$ cat src/core/ssp_pkg.sv
// Package: register map, field layout and shared types of the serial port control block
package ssp_pkg;

    // ****************************************
    // Register map
    // ****************************************
    localparam int ADDR_W = 8;
    localparam logic [7:0] ADDR_CTRL_B = 8'h00;
    localparam logic [7:0] ADDR_FORMAT = 8'h04;
    localparam logic [7:0] ADDR_TX_DATA = 8'h08;
    localparam logic [7:0] ADDR_RX_DATA = 8'h0C;
    localparam logic [7:0] ADDR_STATUS = 8'h10;
    localparam logic [7:0] ADDR_MASK = 8'h14;

    // ****************************************
    // serial_control_b fields
    // ****************************************
    localparam int CTRL_W = 24;
    localparam logic [23:0] CTRL_B_RST = 24'h000000;
    localparam int B_OF0 = 0;
    localparam int B_OF1 = 1;
    localparam int B_CTRL_PIN0_DIRECTION = 2;
    localparam int B_CTRL_PIN1_DIRECTION = 3;
    localparam int B_CTRL_PIN2_DIRECTION = 4;
    localparam int B_BIT_CLOCK_DIRECTION = 5;
    localparam int B_SHIFT_DIRECTION_SEL = 6;
    localparam int B_FSL0 = 7;
    localparam int B_FSL1 = 8;
    localparam int B_FSR = 9;
    localparam int B_MOD = 11;
    localparam int B_SYN = 12;
    localparam int B_TE2 = 14;
    localparam int B_TE1 = 15;
    localparam int B_TE0 = 16;
    localparam int B_RE = 17;

    // ****************************************
    // Format register fields
    // ****************************************
    localparam int FMT_W = 18;
    localparam int F_WL_LO = 0;
    localparam int F_SLOT_LO = 5;
    localparam int F_DIV_LO = 10;
    localparam logic [17:0] FMT_RST = 18'h00407;
    localparam logic [4:0] WORD_IDX_MAX = 5'h17;

    // ****************************************
    // Status and interrupt bits
    // ****************************************
    localparam int ST_W = 3;
    localparam int ST_TX_SLOT = 0;
    localparam int ST_RX_WORD = 1;
    localparam int ST_FRAME = 2;

    // ****************************************
    // Synchronised pin inputs
    // ****************************************
    localparam int PIN_N = 5;
    localparam int PIN_SCK = 0;
    localparam int PIN_SC0 = 1;
    localparam int PIN_SC1 = 2;
    localparam int PIN_SC2 = 3;
    localparam int PIN_RXD = 4;

    typedef struct packed {
        logic dout;
        logic oe;
    } ssp_pad_s;

    typedef struct packed {
        logic [4:0] bit_idx;
        logic [4:0] slot_idx;
    } ssp_pos_s;

    typedef struct packed {
        logic [23:0] ctrl;
        logic [17:0] fmt;
        logic [23:0] tx_data;
        logic [23:0] rx_data;
        logic [2:0] status;
        logic [2:0] mask;
        logic [31:0] prdata;
        logic pready;
        logic pslverr;
        logic irq;
        logic [4:0] syn1;
        logic [4:0] syn2;
        logic [4:0] syn3;
        logic [7:0] div_cnt;
        logic int_sck;
        ssp_pos_s tx_pos;
        ssp_pos_s rx_pos;
        logic fs_pend_tx;
        logic fs_pend_rx;
        logic [23:0] tx_sr;
        logic [23:0] rx_sr;
        logic flag0;
        logic flag1;
        logic tx_fs;
        logic rx_fs;
        ssp_pad_s txd;
        ssp_pad_s sck_pad;
        ssp_pad_s sc0_pad;
        ssp_pad_s sc1_pad;
        ssp_pad_s sc2_pad;
    } ssp_state_s;

endpackage

$ cat src/core/ssp_ctrl.sv
// Synchronous serial port control: APB registers, bit clock, framing, control pins
//
// Local design decisions: the APB interface to the registers and the register addresses.
`timescale 1ns/1ps
module ssp_ctrl
    import ssp_pkg::*;
(
    input wire logic pclk,
    input wire logic presetn,
    input wire logic psel,
    input wire logic penable,
    input wire logic pwrite,
    input wire logic [7:0] paddr,
    input wire logic [31:0] pwdata,
    output logic [31:0] prdata,
    output logic pready,
    output logic pslverr,
    output logic irq,
    input wire logic sck_in,
    input wire logic sc0_in,
    input wire logic sc1_in,
    input wire logic sc2_in,
    input wire logic rxd_in,
    output ssp_pad_s sck_pad,
    output ssp_pad_s sc0_pad,
    output ssp_pad_s sc1_pad,
    output ssp_pad_s sc2_pad,
    output ssp_pad_s txd_pad
);

    // ****************************************
    // Helpers
    // ****************************************
    function automatic ssp_pos_s pos_next(input ssp_pos_s p, input logic [4:0] wl,
                                          input logic [4:0] last);
        ssp_pos_s n;
        n = p;
        if (p.bit_idx >= wl) begin
            n.bit_idx = 5'h00;
            n.slot_idx = (p.slot_idx >= last) ? 5'h00 : 5'(p.slot_idx + 5'h01);
        end else begin
            n.bit_idx = 5'(p.bit_idx + 5'h01);
        end
        return n;
    endfunction

    function automatic logic fs_level(input logic bit_len, input logic early,
                                      input ssp_pos_s p, input logic [4:0] wl,
                                      input logic [4:0] last);
        logic lastbit;
        lastbit = (p.slot_idx == last) && (p.bit_idx == wl);
        if (bit_len) begin
            return early ? lastbit : (p.slot_idx == 5'h00 && p.bit_idx == 5'h00);
        end
        return early ? ((p.slot_idx == 5'h00 && p.bit_idx != wl) || lastbit)
                     : (p.slot_idx == 5'h00);
    endfunction

    function automatic logic tx_bit(input logic [23:0] w, input logic lsb_first,
                                    input logic [4:0] wl);
        return lsb_first ? w[0] : w[wl];
    endfunction

    ssp_state_s q, d;
    logic [4:0] rise;
    logic [4:0] wl, last;
    logic int_tick, tx_tick, rx_tick, tx_on, tx_load, rx_done;
    logic tx_fs_edge, rx_fs_edge, acc, done, rd_clr, syn, lsb_first;
    logic [2:0] ev;
    logic [23:0] sh, rsr;
    ssp_pos_s ntx, crx;

    // ****************************************
    // Next state
    // ****************************************
    always_comb begin
        d = q;
        ev = '0;
        tx_load = 1'b0;
        rx_done = 1'b0;
        ntx = q.tx_pos;
        crx = q.rx_pos;
        sh = q.tx_sr;
        rsr = q.rx_sr;
        syn = q.ctrl[B_SYN];
        lsb_first = q.ctrl[B_SHIFT_DIRECTION_SEL];
        wl = (q.fmt[F_WL_LO +: 5] > WORD_IDX_MAX) ? WORD_IDX_MAX : q.fmt[F_WL_LO +: 5];
        last = q.ctrl[B_MOD] ? q.fmt[F_SLOT_LO +: 5] : 5'h00;

        // Pin synchronisers, edge detect between second and third stage
        d.syn1 = {rxd_in, sc2_in, sc1_in, sc0_in, sck_in};
        d.syn2 = q.syn1;
        d.syn3 = q.syn2;
        rise = q.syn2 & ~q.syn3;

        // Internal bit clock divider
        // Half period is divider plus one cycles; tick on the rising half
        int_tick = 1'b0;
        if (q.div_cnt >= q.fmt[F_DIV_LO +: 8]) begin
            d.div_cnt = 8'h00;
            d.int_sck = ~q.int_sck;
            int_tick = ~q.int_sck;
        end else begin
            d.div_cnt = 8'(q.div_cnt + 8'h01);
        end

        tx_tick = q.ctrl[B_BIT_CLOCK_DIRECTION] ? int_tick : rise[PIN_SCK];
        rx_tick = syn ? tx_tick : (q.ctrl[B_CTRL_PIN0_DIRECTION] ? int_tick : rise[PIN_SC0]);
        tx_fs_edge = ~q.ctrl[B_CTRL_PIN2_DIRECTION] & rise[PIN_SC2];
        rx_fs_edge = syn ? tx_fs_edge : (~q.ctrl[B_CTRL_PIN1_DIRECTION] & rise[PIN_SC1]);
        tx_on = q.ctrl[B_TE0] | q.ctrl[B_TE1] | q.ctrl[B_TE2];
        if (tx_fs_edge) begin
            d.fs_pend_tx = 1'b1;
        end
        if (rx_fs_edge) begin
            d.fs_pend_rx = 1'b1;
        end

        // ****************************************
        // Transmit side
        // ****************************************
        if (tx_tick && tx_on) begin
            if (q.fs_pend_tx) begin
                ntx = '0;
                d.fs_pend_tx = tx_fs_edge;
            end else begin
                ntx = pos_next(q.tx_pos, wl, last);
            end
            d.tx_pos = ntx;
            if (ntx.bit_idx == 5'h00) begin
                tx_load = 1'b1;
                d.tx_sr = q.tx_data;
                d.txd.dout = tx_bit(q.tx_data, lsb_first, wl);
                ev[ST_TX_SLOT] = 1'b1;
                ev[ST_FRAME] = (ntx.slot_idx == 5'h00);
                d.flag0 = q.ctrl[B_OF0];
                d.flag1 = q.ctrl[B_OF1];
            end else begin
                sh = lsb_first ? (q.tx_sr >> 1) : (q.tx_sr << 1);
                d.tx_sr = sh;
                d.txd.dout = tx_bit(sh, lsb_first, wl);
            end
            d.tx_fs = fs_level(q.ctrl[B_FSL0] ^ q.ctrl[B_FSL1], q.ctrl[B_FSR], ntx, wl, last);
        end

        // ****************************************
        // Receive side
        // ****************************************
        if (rx_tick && q.ctrl[B_RE]) begin
            if (q.fs_pend_rx) begin
                crx = '0;
                d.fs_pend_rx = rx_fs_edge;
            end
            rsr = lsb_first ? {q.syn2[PIN_RXD], q.rx_sr[23:1]}
                            : {q.rx_sr[22:0], q.syn2[PIN_RXD]};
            d.rx_sr = rsr;
            d.rx_pos = pos_next(crx, wl, last);
            if (crx.bit_idx == wl) begin
                rx_done = 1'b1;
                d.rx_data = lsb_first ? (rsr >> (5'h17 - wl))
                                      : (rsr & (24'hFFFFFF >> (5'h17 - wl)));
                ev[ST_RX_WORD] = 1'b1;
            end
            d.rx_fs = fs_level(q.ctrl[B_FSL1], q.ctrl[B_FSR], d.rx_pos, wl, last);
        end

        // ****************************************
        // Pads
        // ****************************************
        d.txd.oe = q.ctrl[B_TE0];
        d.sck_pad.oe = q.ctrl[B_BIT_CLOCK_DIRECTION];
        d.sck_pad.dout = d.int_sck;
        d.sc2_pad.oe = q.ctrl[B_CTRL_PIN2_DIRECTION];
        d.sc2_pad.dout = d.tx_fs;
        d.sc0_pad.oe = q.ctrl[B_TE1] | q.ctrl[B_CTRL_PIN0_DIRECTION];
        d.sc0_pad.dout = q.ctrl[B_TE1] ? d.txd.dout : (syn ? d.flag0 : d.int_sck);
        d.sc1_pad.oe = q.ctrl[B_TE2] | q.ctrl[B_CTRL_PIN1_DIRECTION];
        d.sc1_pad.dout = q.ctrl[B_TE2] ? d.txd.dout : (syn ? d.flag1 : d.rx_fs);

        // ****************************************
        // APB slave, one wait state
        // ****************************************
        acc = psel & penable;
        d.pready = acc & ~q.pready;
        done = acc & q.pready;
        if (d.pready) begin
            d.pslverr = 1'b0;
            d.prdata = '0;
            unique case (paddr)
                ADDR_CTRL_B: d.prdata = {8'h00, q.ctrl};
                ADDR_FORMAT: d.prdata = {14'h0000, q.fmt};
                ADDR_TX_DATA: d.prdata = {8'h00, q.tx_data};
                ADDR_RX_DATA: d.prdata = {8'h00, q.rx_data};
                ADDR_STATUS: d.prdata = {29'h00000000, q.status};
                ADDR_MASK: d.prdata = {29'h00000000, q.mask};
                default: d.pslverr = 1'b1;
            endcase
        end
        if (done && pwrite) begin
            unique case (paddr)
                ADDR_CTRL_B: d.ctrl = pwdata[CTRL_W-1:0];
                ADDR_FORMAT: d.fmt = pwdata[FMT_W-1:0];
                ADDR_TX_DATA: d.tx_data = pwdata[23:0];
                ADDR_MASK: d.mask = pwdata[ST_W-1:0];
                default: d.pslverr = q.pslverr;
            endcase
        end
        rd_clr = done & ~pwrite & (paddr == ADDR_STATUS);
        // Clear only the bits the read returned: an event in the
        // wait state stays pending; new events win over the clear
        d.status = (q.status & ~(rd_clr ? q.prdata[ST_W-1:0] : 3'h0)) | ev;
        d.irq = |(d.status & d.mask);
    end

    always_ff @(posedge pclk or negedge presetn) begin
        if (!presetn) begin
            q <= '0;
            q.ctrl <= CTRL_B_RST;
            q.fmt <= FMT_RST;
        end else begin
            q <= d;
        end
    end

    assign prdata = q.prdata;
    assign pready = q.pready;
    assign pslverr = q.pslverr;
    assign irq = q.irq;
    assign sck_pad = q.sck_pad;
    assign sc0_pad = q.sc0_pad;
    assign sc1_pad = q.sc1_pad;
    assign sc2_pad = q.sc2_pad;
    assign txd_pad = q.txd;

    // ****************************************
    // Assertions
    // ****************************************
    AST_FIRST_BIT: assert property (@(posedge pclk) disable iff (!presetn)
        tx_load |=> q.txd.dout == (q.ctrl[B_SHIFT_DIRECTION_SEL] ? q.tx_sr[0] : q.tx_sr[wl]))
        else $error("first bit order wrong");
    AST_CLK_OUT: assert property (@(posedge pclk) disable iff (!presetn)
        q.ctrl[B_BIT_CLOCK_DIRECTION] |=> q.sck_pad.oe && (q.sck_pad.dout == $past(d.int_sck)))
        else $error("bit clock not driven");
    AST_PIN1_DIR: assert property (@(posedge pclk) disable iff (!presetn)
        !q.ctrl[B_TE2] |=> q.sc1_pad.oe == $past(q.ctrl[B_CTRL_PIN1_DIRECTION]))
        else $error("pin one direction wrong");
    AST_PIN1_FORCED: assert property (@(posedge pclk) disable iff (!presetn)
        q.ctrl[B_TE2] |=> q.sc1_pad.oe)
        else $error("pin one not forced out");
    AST_PIN0_DIR: assert property (@(posedge pclk) disable iff (!presetn)
        !q.ctrl[B_TE1] |=> q.sc0_pad.oe == $past(q.ctrl[B_CTRL_PIN0_DIRECTION]))
        else $error("pin zero direction wrong");
    AST_PIN0_FORCED: assert property (@(posedge pclk) disable iff (!presetn)
        q.ctrl[B_TE1] |=> q.sc0_pad.oe)
        else $error("pin zero not forced out");
    AST_FLAG1: assert property (@(posedge pclk) disable iff (!presetn)
        (tx_load && syn && !q.ctrl[B_TE2]) |=> q.sc1_pad.dout == $past(q.ctrl[B_OF1]))
        else $error("flag one not presented");
    AST_FLAG0: assert property (@(posedge pclk) disable iff (!presetn)
        (tx_load && syn && !q.ctrl[B_TE1]) |=> q.sc0_pad.dout == $past(q.ctrl[B_OF0]))
        else $error("flag zero not presented");
    AST_SHARED_CLK: assert property (@(posedge pclk) disable iff (!presetn)
        syn |-> (rx_tick == tx_tick) && (rx_fs_edge == tx_fs_edge))
        else $error("sync mode not shared");
    AST_SLOT_IRQ: assert property (@(posedge pclk) disable iff (!presetn)
        tx_load |=> q.status[ST_TX_SLOT])
        else $error("slot event missing");
    AST_WORD_SYNC: assert property (@(posedge pclk) disable iff (!presetn)
        (tx_load && ntx.slot_idx == 5'h00 && !q.ctrl[B_FSR] && !(q.ctrl[B_FSL0] ^ q.ctrl[B_FSL1]))
        |=> q.tx_fs)
        else $error("word sync not at first bit");
    AST_WORD_SYNC_EARLY: assert property (@(posedge pclk) disable iff (!presetn)
        (tx_tick && tx_on && ntx.slot_idx == last && ntx.bit_idx == wl && q.ctrl[B_FSR]
            && !(q.ctrl[B_FSL0] ^ q.ctrl[B_FSL1])) |=> q.tx_fs)
        else $error("early word sync missing");
    AST_TX_BIT_SYNC: assert property (@(posedge pclk) disable iff (!presetn)
        (tx_tick && tx_on && (q.ctrl[B_FSL0] ^ q.ctrl[B_FSL1]) && !q.ctrl[B_FSR]
            && ntx.bit_idx != 5'h00) |=> !q.tx_fs)
        else $error("bit sync too long");
    AST_RX_WORD_SYNC: assert property (@(posedge pclk) disable iff (!presetn)
        (rx_tick && q.ctrl[B_RE] && !q.ctrl[B_FSL1] && !q.ctrl[B_FSR]
            && d.rx_pos.slot_idx == 5'h00) |=> q.rx_fs)
        else $error("receive word sync missing");
    AST_FLAG1_PIN: assert property (@(posedge pclk) disable iff (!presetn)
        (syn && !q.ctrl[B_TE2]) |=> q.sc1_pad.dout == q.flag1)
        else $error("pin one not flag");
    AST_FLAG0_PIN: assert property (@(posedge pclk) disable iff (!presetn)
        (syn && !q.ctrl[B_TE1]) |=> q.sc0_pad.dout == q.flag0)
        else $error("pin zero not flag");
    AST_TX_IDLE: assert property (@(posedge pclk) disable iff (!presetn)
        !tx_on |=> $stable(q.tx_pos))
        else $error("transmit counter ran while idle");

    // ****************************************
    // Register bus and interrupt assertions
    // ****************************************
    AST_APB_WAIT: assert property (@(posedge pclk) disable iff (!presetn)
        (psel && penable && !pready) |=> pready ##1 !pready)
        else $error("apb answer timing wrong");
    AST_IRQ: assert property (@(posedge pclk) disable iff (!presetn)
        $rose(q.status[ST_RX_WORD]) && q.mask[ST_RX_WORD] |-> irq)
        else $error("irq not raised");
    AST_STATUS_STICKY: assert property (@(posedge pclk) disable iff (!presetn)
        !rd_clr |=> (q.status & $past(q.status)) == $past(q.status))
        else $error("status bit lost");
    AST_RX_EVENT: assert property (@(posedge pclk) disable iff (!presetn)
        rx_done |=> q.status[ST_RX_WORD])
        else $error("word event missing");
    AST_ERR_WITH_READY: assert property (@(posedge pclk) disable iff (!presetn)
        $rose(pslverr) |-> pready)
        else $error("error without ready");
    AST_IRQ_LOW: assert property (@(posedge pclk) disable iff (!presetn)
        !(|(q.status & q.mask)) |-> !irq)
        else $error("irq without cause");

endmodule

$ cat config.mk
export PLATFORM = sky130hd
export DESIGN_NAME = ssp_ctrl
export DESIGN_NICKNAME = d
export VERILOG_FILES = /design/src/core/ssp_pkg.sv /design/src/core/ssp_ctrl.sv
export SDC_FILE = /design/constraint.sdc
export NUM_CORES = 1
export LEC_CHECK = 0
export CAP_MARGIN = 20
export CORE_MARGIN = 4
export CORE_UTILIZATION = 45
export DETAILED_ROUTE_END_ITERATION = 10
export DONT_BUFFER_PORTS = 1
export MAX_ROUTING_LAYER = met4
export SYNTH_ARGS = -nofsm -noshare
export SYNTH_HDL_FRONTEND = slang
export SYNTH_SLANG_ARGS = --single-unit
$ cat constraint.sdc
create_clock -name pclk -period 5.85 [get_ports pclk]
set_input_delay 0.8775 -clock pclk [delete_from_list [all_inputs] [get_ports pclk]]
set_output_delay 0.8775 -clock pclk [all_outputs]
set_load 0.005 [all_outputs]
* Yosys cells after proc, flatten, opt, wreduce, memory -nomap -nowiden
Index checks and enable logic that the tools add are counted.
** Operators by class
- $add $sub $neg :: 6
- Order comparisons :: 7
- Equal/unequal tests :: 13
- Shift operators :: 2
- Multiplexer cells :: 72
- Bitwise logic cells :: 24
- Reductions and logical operators :: 23
** Operators with widths (count)
- $pmux 24 s6 :: 1
- $mux 24 :: 4
- $mux 5 :: 10
- $mux 1 :: 45
- $mux 10 :: 4
- $eq 5x5->1 :: 5
- $and 24x24->24 :: 1
- $shr 24x5->24 :: 1
- $shr 24x5->24 const A :: 1
- $add 5x1->5 const B :: 4
- $ge 5x5->1 :: 4
- $logic_not 5->1 :: 4
- $eq 8x4->1 const B :: 2
- $eq 8x5->1 const B :: 2
- $mux 3 :: 4
- $bmux 1 s5 :: 2
- $ne 5x5->1 :: 2
- $logic_and 1x1->1 :: 9
- $add 8x1->8 const B :: 1
- $eq 8x3->1 const B :: 1
- $ge 8x8->1 :: 1
- $logic_not 8->1 :: 1
- $mux 8 :: 1
- $reduce_and 2->1 :: 4
- 18 further kinds :: 33
** Word-level totals
- Register bits :: 236
- Output and inout bits :: 45

* Longest topological paths before layout
Gate-level depths: netlist (run 1).
- Depth in word-level cells :: 18
- Depth in mapped cells :: 20
- Gate-level depth less buffers :: 18

* Least setup slack after synthesis (run 1)
No wires, ideal clock.
- Path type :: reg2reg
- Start :: reg q[207] (netlist name)
- End :: reg q (netlist bit irq)
- Library setup time :: 0.126 ns
- Data arrival time :: 3.648 ns
- Path slack :: 2.076 ns
- Stages on the path, launching flop included :: 19
- Period minus slack after synthesis :: 3.774 ns
- Cell sequence :: dfstp_2 ha_1 nand2b_1 a21o_1 a21o_1 a21o_1 a21o_1 a21o_1 a21o_1 a21o_1 clkbuf_1 ha_1 a221oi_1 a21oi_1 nand2_1 or3_1 clkbuf_1 nand2_1 a221o_1
** RTL lines
- start, declared :: line ssp_ctrl.sv:64 : ssp_state_s q, d;

* Worst setup path after layout (run 1)
- Start :: reg q[207] (netlist name)
- End :: reg q[171] (netlist name)
** On the way
- Word-level cells in the longest chain between the ends :: 6
- Elaborated cells between the ends (all ways) :: 7
- Classes of those cells :: 1 x order compare; 4 x mux; 2 x reduce/logical
** RTL lines
- $ge 8x8->1 * :: line ssp_ctrl.sv:99 : if (q.div_cnt >= q.fmt[F_DIV_LO +: 8]) begin
- $mux 1 * :: line ssp_ctrl.sv:99
- $mux 1 (on tied branches) :: line ssp_ctrl.sv:108, ssp_ctrl.sv:107
- $mux 1 * :: line ssp_ctrl.sv:108 : rx_tick = syn ? tx_tick : (q.ctrl[B_CTRL_PIN0_DIRECTION] ? int_tick : rise[PIN_SC0]);
- $logic_and 1x1->1 * :: line ssp_ctrl.sv:149 : if (rx_tick && q.ctrl[B_RE]) begin
- $reduce_and 2->1 (no line) *
Every way passes the cells marked *; elsewhere a longest branch is shown, timed or not.
A chain may end at the register's enable or synchronous reset.

==> results.yml, run 1 <==
layout:
  final_util_pct: 48.7
  stdcell_area_um2: 14600
  fin_nets: 1414
  drive_gt1_share_pct: 13.9
  diodes: 0
  area_growth_pct: 5.87
  fill_cells: 2789
floorplanning:
  fp.coreArea_um2: 30000
  io_pins: 95
  die_w_um: 183
  fp-row-count: 63
  start_util_pct: 46.0
  dieArea_um2: 33500
  fp.dieH_um: 183
power_and_ir_drop:
  p_total_mw: 3.35
  power_density_nw_per_um2: 230
  p_leak_nw: 6.46
  peakVddDrop_mv: 0.158
route:
  firstDrtPassIters: 5
  drtIter0Drc: 815
  ant_nets: 0
  drc: 0
  routedWlPerCell_um: 20.9
  num_vias: 10300
  drt_wl_total_um: 36300
  avgViaCountPerCell: 5.91
clocking:
  postCtsSetupRepairBufs: 0
  cts_tree: "done"
  h-tree-depth: 1
  cts_hold_buffers: 0
  clk_pin_slew_ns: 0.06
  ctsResizeCount: 0
  numCtsBuffers: 27
  clk_latency_ns: 0.54
  root_buffer: "clkbuf_16"
  cts.path.max_buffers: 3
  clock-sinks: 228
yosys:
  synth.area.top_cells: "dfrtp_1 41%, mux2i_1 6.8%, mux2_2 6.1%"
  yosysTopAreaCellShare_pct: 40.7
  synth-edff-count: 0
  yosys.cell_count.top_type: "dfrtp_1"
  synthesis.area_um2: 13800
  synth-seq-area-share_pct: 41.4
  synth-main-ff-cell: "dfrtp_1"
  synth_top_area_cell: "dfrtp_1"
  ys_warn_count: 0
  synthTopCellsByCount: "224 x dfrtp_1, 218 x nand2_1, 131 x o21ai_0, 93 x mux2i_1, 75 x mux2_2"
  synth_cells: 1411
  synth_seq_cells: 228
  syn_area_per_cell_um2: 9.77
  synth.distinct_cells: 73
  synthArstFlopShare_pct: 100
global_route:
  antenna_found_initial: 0
  grt_pass1_wl_um: 58000
  grt_max_degree: 229
  first_global_vias: 10000
  grtUsageTotal_pct: 22.1
  grt-ovfl-total: 0
sta:
  max_freq_mhz: 216
  tightest_slew_ns: 0.863
  fin_crit_sh_pct: 79.2
  fin_hold_ws_ns: 0.0351
  clock-skew-final_ns: 0.00963
  fin_crit_ns: 4.63
  tns_ns: 0
  hold_viol_final: 0
  slew_viol_final: 0
  rsz0062_at_grt: "false"
  relSlewSlack_pct: 42.2
  setup_viol: 0
setup_path:
  cp.required_ns: 6.27
  crit_fanout: 26
  endpoint_kind: "register"
  cp.arrival_ns: 5.05
  path_class: "reg2reg"
  cp-start-kind: "register"
placement:
  placed_area_um2: 13700
  gp_congestion: 0.933
  portBuffers: 0
  dpl.hpwl_um: 25400
run:
  drv_cap: 0
outcome:
  status: "complete, no violations"
worst_hold_path:
  hp-class: "in2async"
-- sequential cells by signal, indices dropped and copies added, names as in the netlist, 2 cells and up --
name	count
sc0_pad	2
d	13
sc2_pad	2
sck_pad	2
txd_pad	2
prdata	24
sc1_pad	2
q	177
-- worst max-delay path: stages (launching register included) --
cell	delay, ns
dfstp_2	0.54
ha_1	0.22
nand2b_1	0.15
a21o_1	0.17
a21o_1	0.17
a21o_1	0.17
a21o_1	0.18
a21o_1	0.17
a21o_1	0.17
a21o_1	0.32
ha_1	0.27
a221oi_1	0.29
a21oi_1	0.09
nand2_2	0.39
or3_1	0.57
buf_4	0.37
a2111oi_0	0.11
a21o_1	0.18
-- cell type report --
type	instances	area [µm²]	share of cell area [%]
sequential	228	5710	39.2
timing repair buffer	18	135	0.926
inverter	33	126	0.866
tap	390	488	3.34
clock buffer	41	788	5.40
multi-input combinational	1020	7280	49.9
clock inverter	6	58.8	0.403
-- worst paths after layout --
path	startpoint	cells after the start	slack, ns	to
max	q[207]$_DFFE_PN1P_	17	1.22	q[171]$_DFFE_PN0P_
min	presetn	0	0.04	d[94]$_DFF_PN0_
max reg2reg	q[207]$_DFFE_PN1P_	17	1.22	q[171]$_DFFE_PN0P_
min reg2reg	d[101]$_DFF_PN0_	0	0.35	d[96]$_DFF_PN0_
max in group asynchronous	presetn	0	5.32	q[27]$_DFFE_PN0P_
min in group pclk	d[101]$_DFF_PN0_	0	0.35	d[96]$_DFF_PN0_
-- metal layers --
layer | track usage (%) | share of wire (%) | up-vias
met2 | 34.4 | 46 | 260
li1 | - | - | 4910
met3 | 3.45 | 6.0 | 43
met4 | 5.54 | 2.7 | 0
met5 | - | 0 | -
met1 | 30.7 | 45 | 5039
-- cell usage in the layout, fill, tap and decap left out, types with 5 or more instances in the layout --
master	count
a22oi_1	5
o31ai_1	15
buf_4	18
mux2_2	75
nor2_1	70
a221oi_1	8
nand3_1	22
o41ai_1	5
and3_1	7
a31oi_1	19
a211oi_1	8
a21o_1	17
nand2_1	217
o21ai_0	131
or2_2	5
inv_1	31
clkbuf_16	27
and2_1	7
xor2_1	15
nand4_1	12
clkbuf_8	6
a22o_1	14
nand2b_1	13
conb_1	8
clkbuf_1	8
nor4_1	6
nor3_1	15
o22ai_1	8
a21oi_1	53
mux4_2	36
xnor2_1	13
mux2i_1	93
ha_1	36
dfrtp_1	223
nor2b_1	12
o211ai_1	11
-- where the power goes --
group	leakage [nW]	switching (mW)	internal (mW)	total [mW]
clock network	0.420	0.640	0.963	1.60
registers	3.03	0.0195	1.60	1.62
logic	3.02	0.0835	0.0501	0.134
-- metrics by stage --
stage,worst slack [ns],instances
2_1_floorplan,2.08,1418
3_3_place_gp,1.26,1689
3_5_place_dp,1.23,1689
4_1_cts,1.19,1736
5_1_grt,0.928,1736
6_report,1.22,1736
-- cell families after synthesis --
family / after synthesis / synth area share, %
compound gates: 338 / 15.6
xor+xnor: 28 / 1.78
fa+ha+maj: 36 / 3.27
buf+inv: 170 / 6.03
flops: 228 / 41.4
mux: 204 / 18.8
other cells: 1 / 0.0272
simple gates: 406 / 13.1
Note: power is estimated with default switching activity, not from simulation.
==> run 2, diff against run 1 <==
Settings changed: ABC_AREA from default to 1.
Clock period 5.85 ns to 4.6 ns, I/O delays scaled along.
==> results.yml, run 2 <==
outcome:
  status: "complete, but fails checks"
  violations: "hold timing"
setup_path:
  endpoint_kind: "register"
  cp.required_ns: 5.08
  cp.arrival_ns: 4.28
  path_class: "reg2reg"
  cp-start-kind: "register"
  crit_fanout: 16
floorplanning:
  fp.coreArea_um2: 29900
  io_pins: 95
  fp-row-count: 63
  die_w_um: 183
  start_util_pct: 45.9
  fp.dieH_um: 183
  dieArea_um2: 33300
global_route:
  grt_max_degree: 229
  antenna_found_initial: 0
  grt-ovfl-total: 0
  grtUsageTotal_pct: 25.3
  grt_pass1_wl_um: 65700
  first_global_vias: 11700
sta:
  fin_crit_ns: 3.79
  max_freq_mhz: 264
  tns_ns: 0
  tightest_slew_ns: 0.751
  relSlewSlack_pct: 49.8
  hold_viol_final: 224
  rsz0062_at_grt: "false"
  clock-skew-final_ns: 0.0256
  fin_crit_sh_pct: 82.5
  slew_viol_final: 0
  setup_viol: 0
  fin_hold_ws_ns: -0.151
clocking:
  root_buffer: "clkbuf_16"
  clock-sinks: 228
  cts_tree: "done"
  numCtsBuffers: 27
  h-tree-depth: 1
  clk_pin_slew_ns: 0.06
  postCtsSetupRepairBufs: 0
  cts.path.max_buffers: 3
  ctsResizeCount: 0
  clk_latency_ns: 0.55
layout:
  top_register: "q"
  drive_gt1_share_pct: 7.37
  diodes: 0
  final_cell_mix: "503 x nand2_1, 249 x o21ai_0, 223 x dfrtp_1"
  area_growth_pct: 5.73
  fill_cells: 2972
  fin_cells: 2181
  largest_reg_flops: 177
  fin_nets: 1857
  layout.cells.most_common: "nand2_1"
yosys:
  synthArstFlopShare_pct: 100
  synth.distinct_cells: 63
  syn_area_per_cell_um2: 7.46
  synth_seq_cells: 228
  synth-main-ff-cell: "dfrtp_1"
  yosysTopAreaCellShare_pct: 40.9
  synth_top_area_cell: "dfrtp_1"
  yosys.cell_count.top_type: "nand2_1"
  synth-seq-area-share_pct: 41.6
  synth_cells: 1839
  ys_warn_count: 0
  synth-edff-count: 0
  synthesis.area_um2: 13700
  synthTopCellsByCount: "503 x nand2_1, 249 x o21ai_0, 224 x dfrtp_1, 199 x inv_1, 91 x nor2_1"
  synth.area.top_cells: "dfrtp_1 41%, nand2_1 14%, o21ai_0 9.1%"
power_and_ir_drop:
  power_density_nw_per_um2: 298
  p_leak_nw: 6.64
  peakVddDrop_mv: 0.277
placement:
  gp_congestion: 0.931
  portBuffers: 0
  dpl.hpwl_um: 29300
  post-place-cells: 2132
route:
  num_vias: 12100
  routedWlPerCell_um: 18.9
  drtIter0Drc: 1083
  ant_nets: 0
  drc: 0
  firstDrtPassIters: 6
  avgViaCountPerCell: 5.54
  drt_wl_total_um: 41300
worst_hold_path:
  hp-class: "in2async"
run:
  drv_cap: 0
run 2: changes by cell type after synthesis, sizes merged, moves of 14 or more:
cell,before,now
inv,32,215
o21ai,131,327
nand2,218,514
clkbuf,67,31
a21oi,55,73
mux4,36,0
nand3,22,83
o31ai,15,1
a31oi,19,3
mux2,75,0
a21o,17,2
buf,70,95
nor2,70,104
mux2i,93,9
run 2: stage by stage:
| step | utilization [%] | hold WS, ns | total power [mW] | setup WS (ns) | instance area, µm² |
|---|---|---|---|---|---|
| after global placement | 45.5 | 0.333 | 2.19 | 0.857 | 13600 |
| after detailed placement | 45.5 | 0.335 | 2.19 | 0.814 | 13600 |
| after CTS | 48.5 | -0.157 | 4.36 | 0.799 | 14500 |
| after floorplan | - | 0.331 | 2.18 | 1.55 | 13700 |
| after global routing | 48.5 | -0.173 | 4.47 | 0.365 | 14500 |
| final | 48.5 | -0.151 | 4.32 | 0.807 | 14500 |
run 2: worst paths after layout:
check | from | end | slack (ns) | depth (start not counted)
worst max-delay path | q[85]$_DFF_PN0_ | q[170]$_DFFE_PN0P_ | 0.81 | 21
worst min-delay path | presetn | q[77]$_DFFE_PN0P_ | -0.15 | 0
min in group pclk | rxd_in | d[102]$_DFF_PN0_ | 0.17 | 0
worst max register to register | q[85]$_DFF_PN0_ | q[170]$_DFFE_PN0P_ | 0.81 | 21
max in group asynchronous | presetn | q[199]$_DFFE_PN1P_ | 4.31 | 0
worst min register to register | d[101]$_DFF_PN0_ | d[96]$_DFF_PN0_ | 0.35 | 0
run 2: critical path: stages (launching register included):
cell and delay [ns]:
dfrtp_1 0.38, inv_1 0.06, ha_1 0.27, inv_1 0.03, a21boi_0 0.15, o21a_1 0.13, o21ai_0 0.07, nand2_1 0.08
a21o_1 0.11, a21oi_1 0.05, o21ai_1 0.52, ha_1 0.29, nand2_1 0.06, nand3_1 0.10, nand3_2 0.15, inv_2 0.26
nand2_2 0.10, buf_4 0.22, nor2_1 0.14, buf_4 0.21, o21ai_0 0.24, nand2_1 0.12
run 2: layout make-up:
type                    count  area [µm²]  area share, %
well taps                 390         488           3.37
clock buffers              34         742           5.12
clock inverters            15         153           1.05
multi-input cells        1276        6420           44.3
repair buffers             22         165           1.14
inverters                 216         816           5.63
flip-flops and latches    228        5710           39.4
run 2: power by group:
part	internal [mW]	switching, mW	leakage [nW]
sequential	2.03	0.0206	3.09
combinational	0.0302	0.0659	3.11
clock	1.26	0.908	0.439
run 2: routing by layer:
metal  share of wire (%)  track usage, %  up-vias
met5                   0               -        -
met4                 3.1            7.60        0
met3                 6.4            2.89       81
met2                  46            39.4      403
met1                  45            35.0     5726
li1                    -               -     5872
run 2: cells by family after synthesis:
kind of cell	share of synthesized area (%)
AND/OR/NAND/NOR	22.7
AO/OA/AOI/OAI	19.4
buffers and inverters	11.7
flip-flops	41.6
adder cells (fa/ha/maj)	3.28
XOR/XNOR	0.639
multiplexers	0.657
other	0.0273
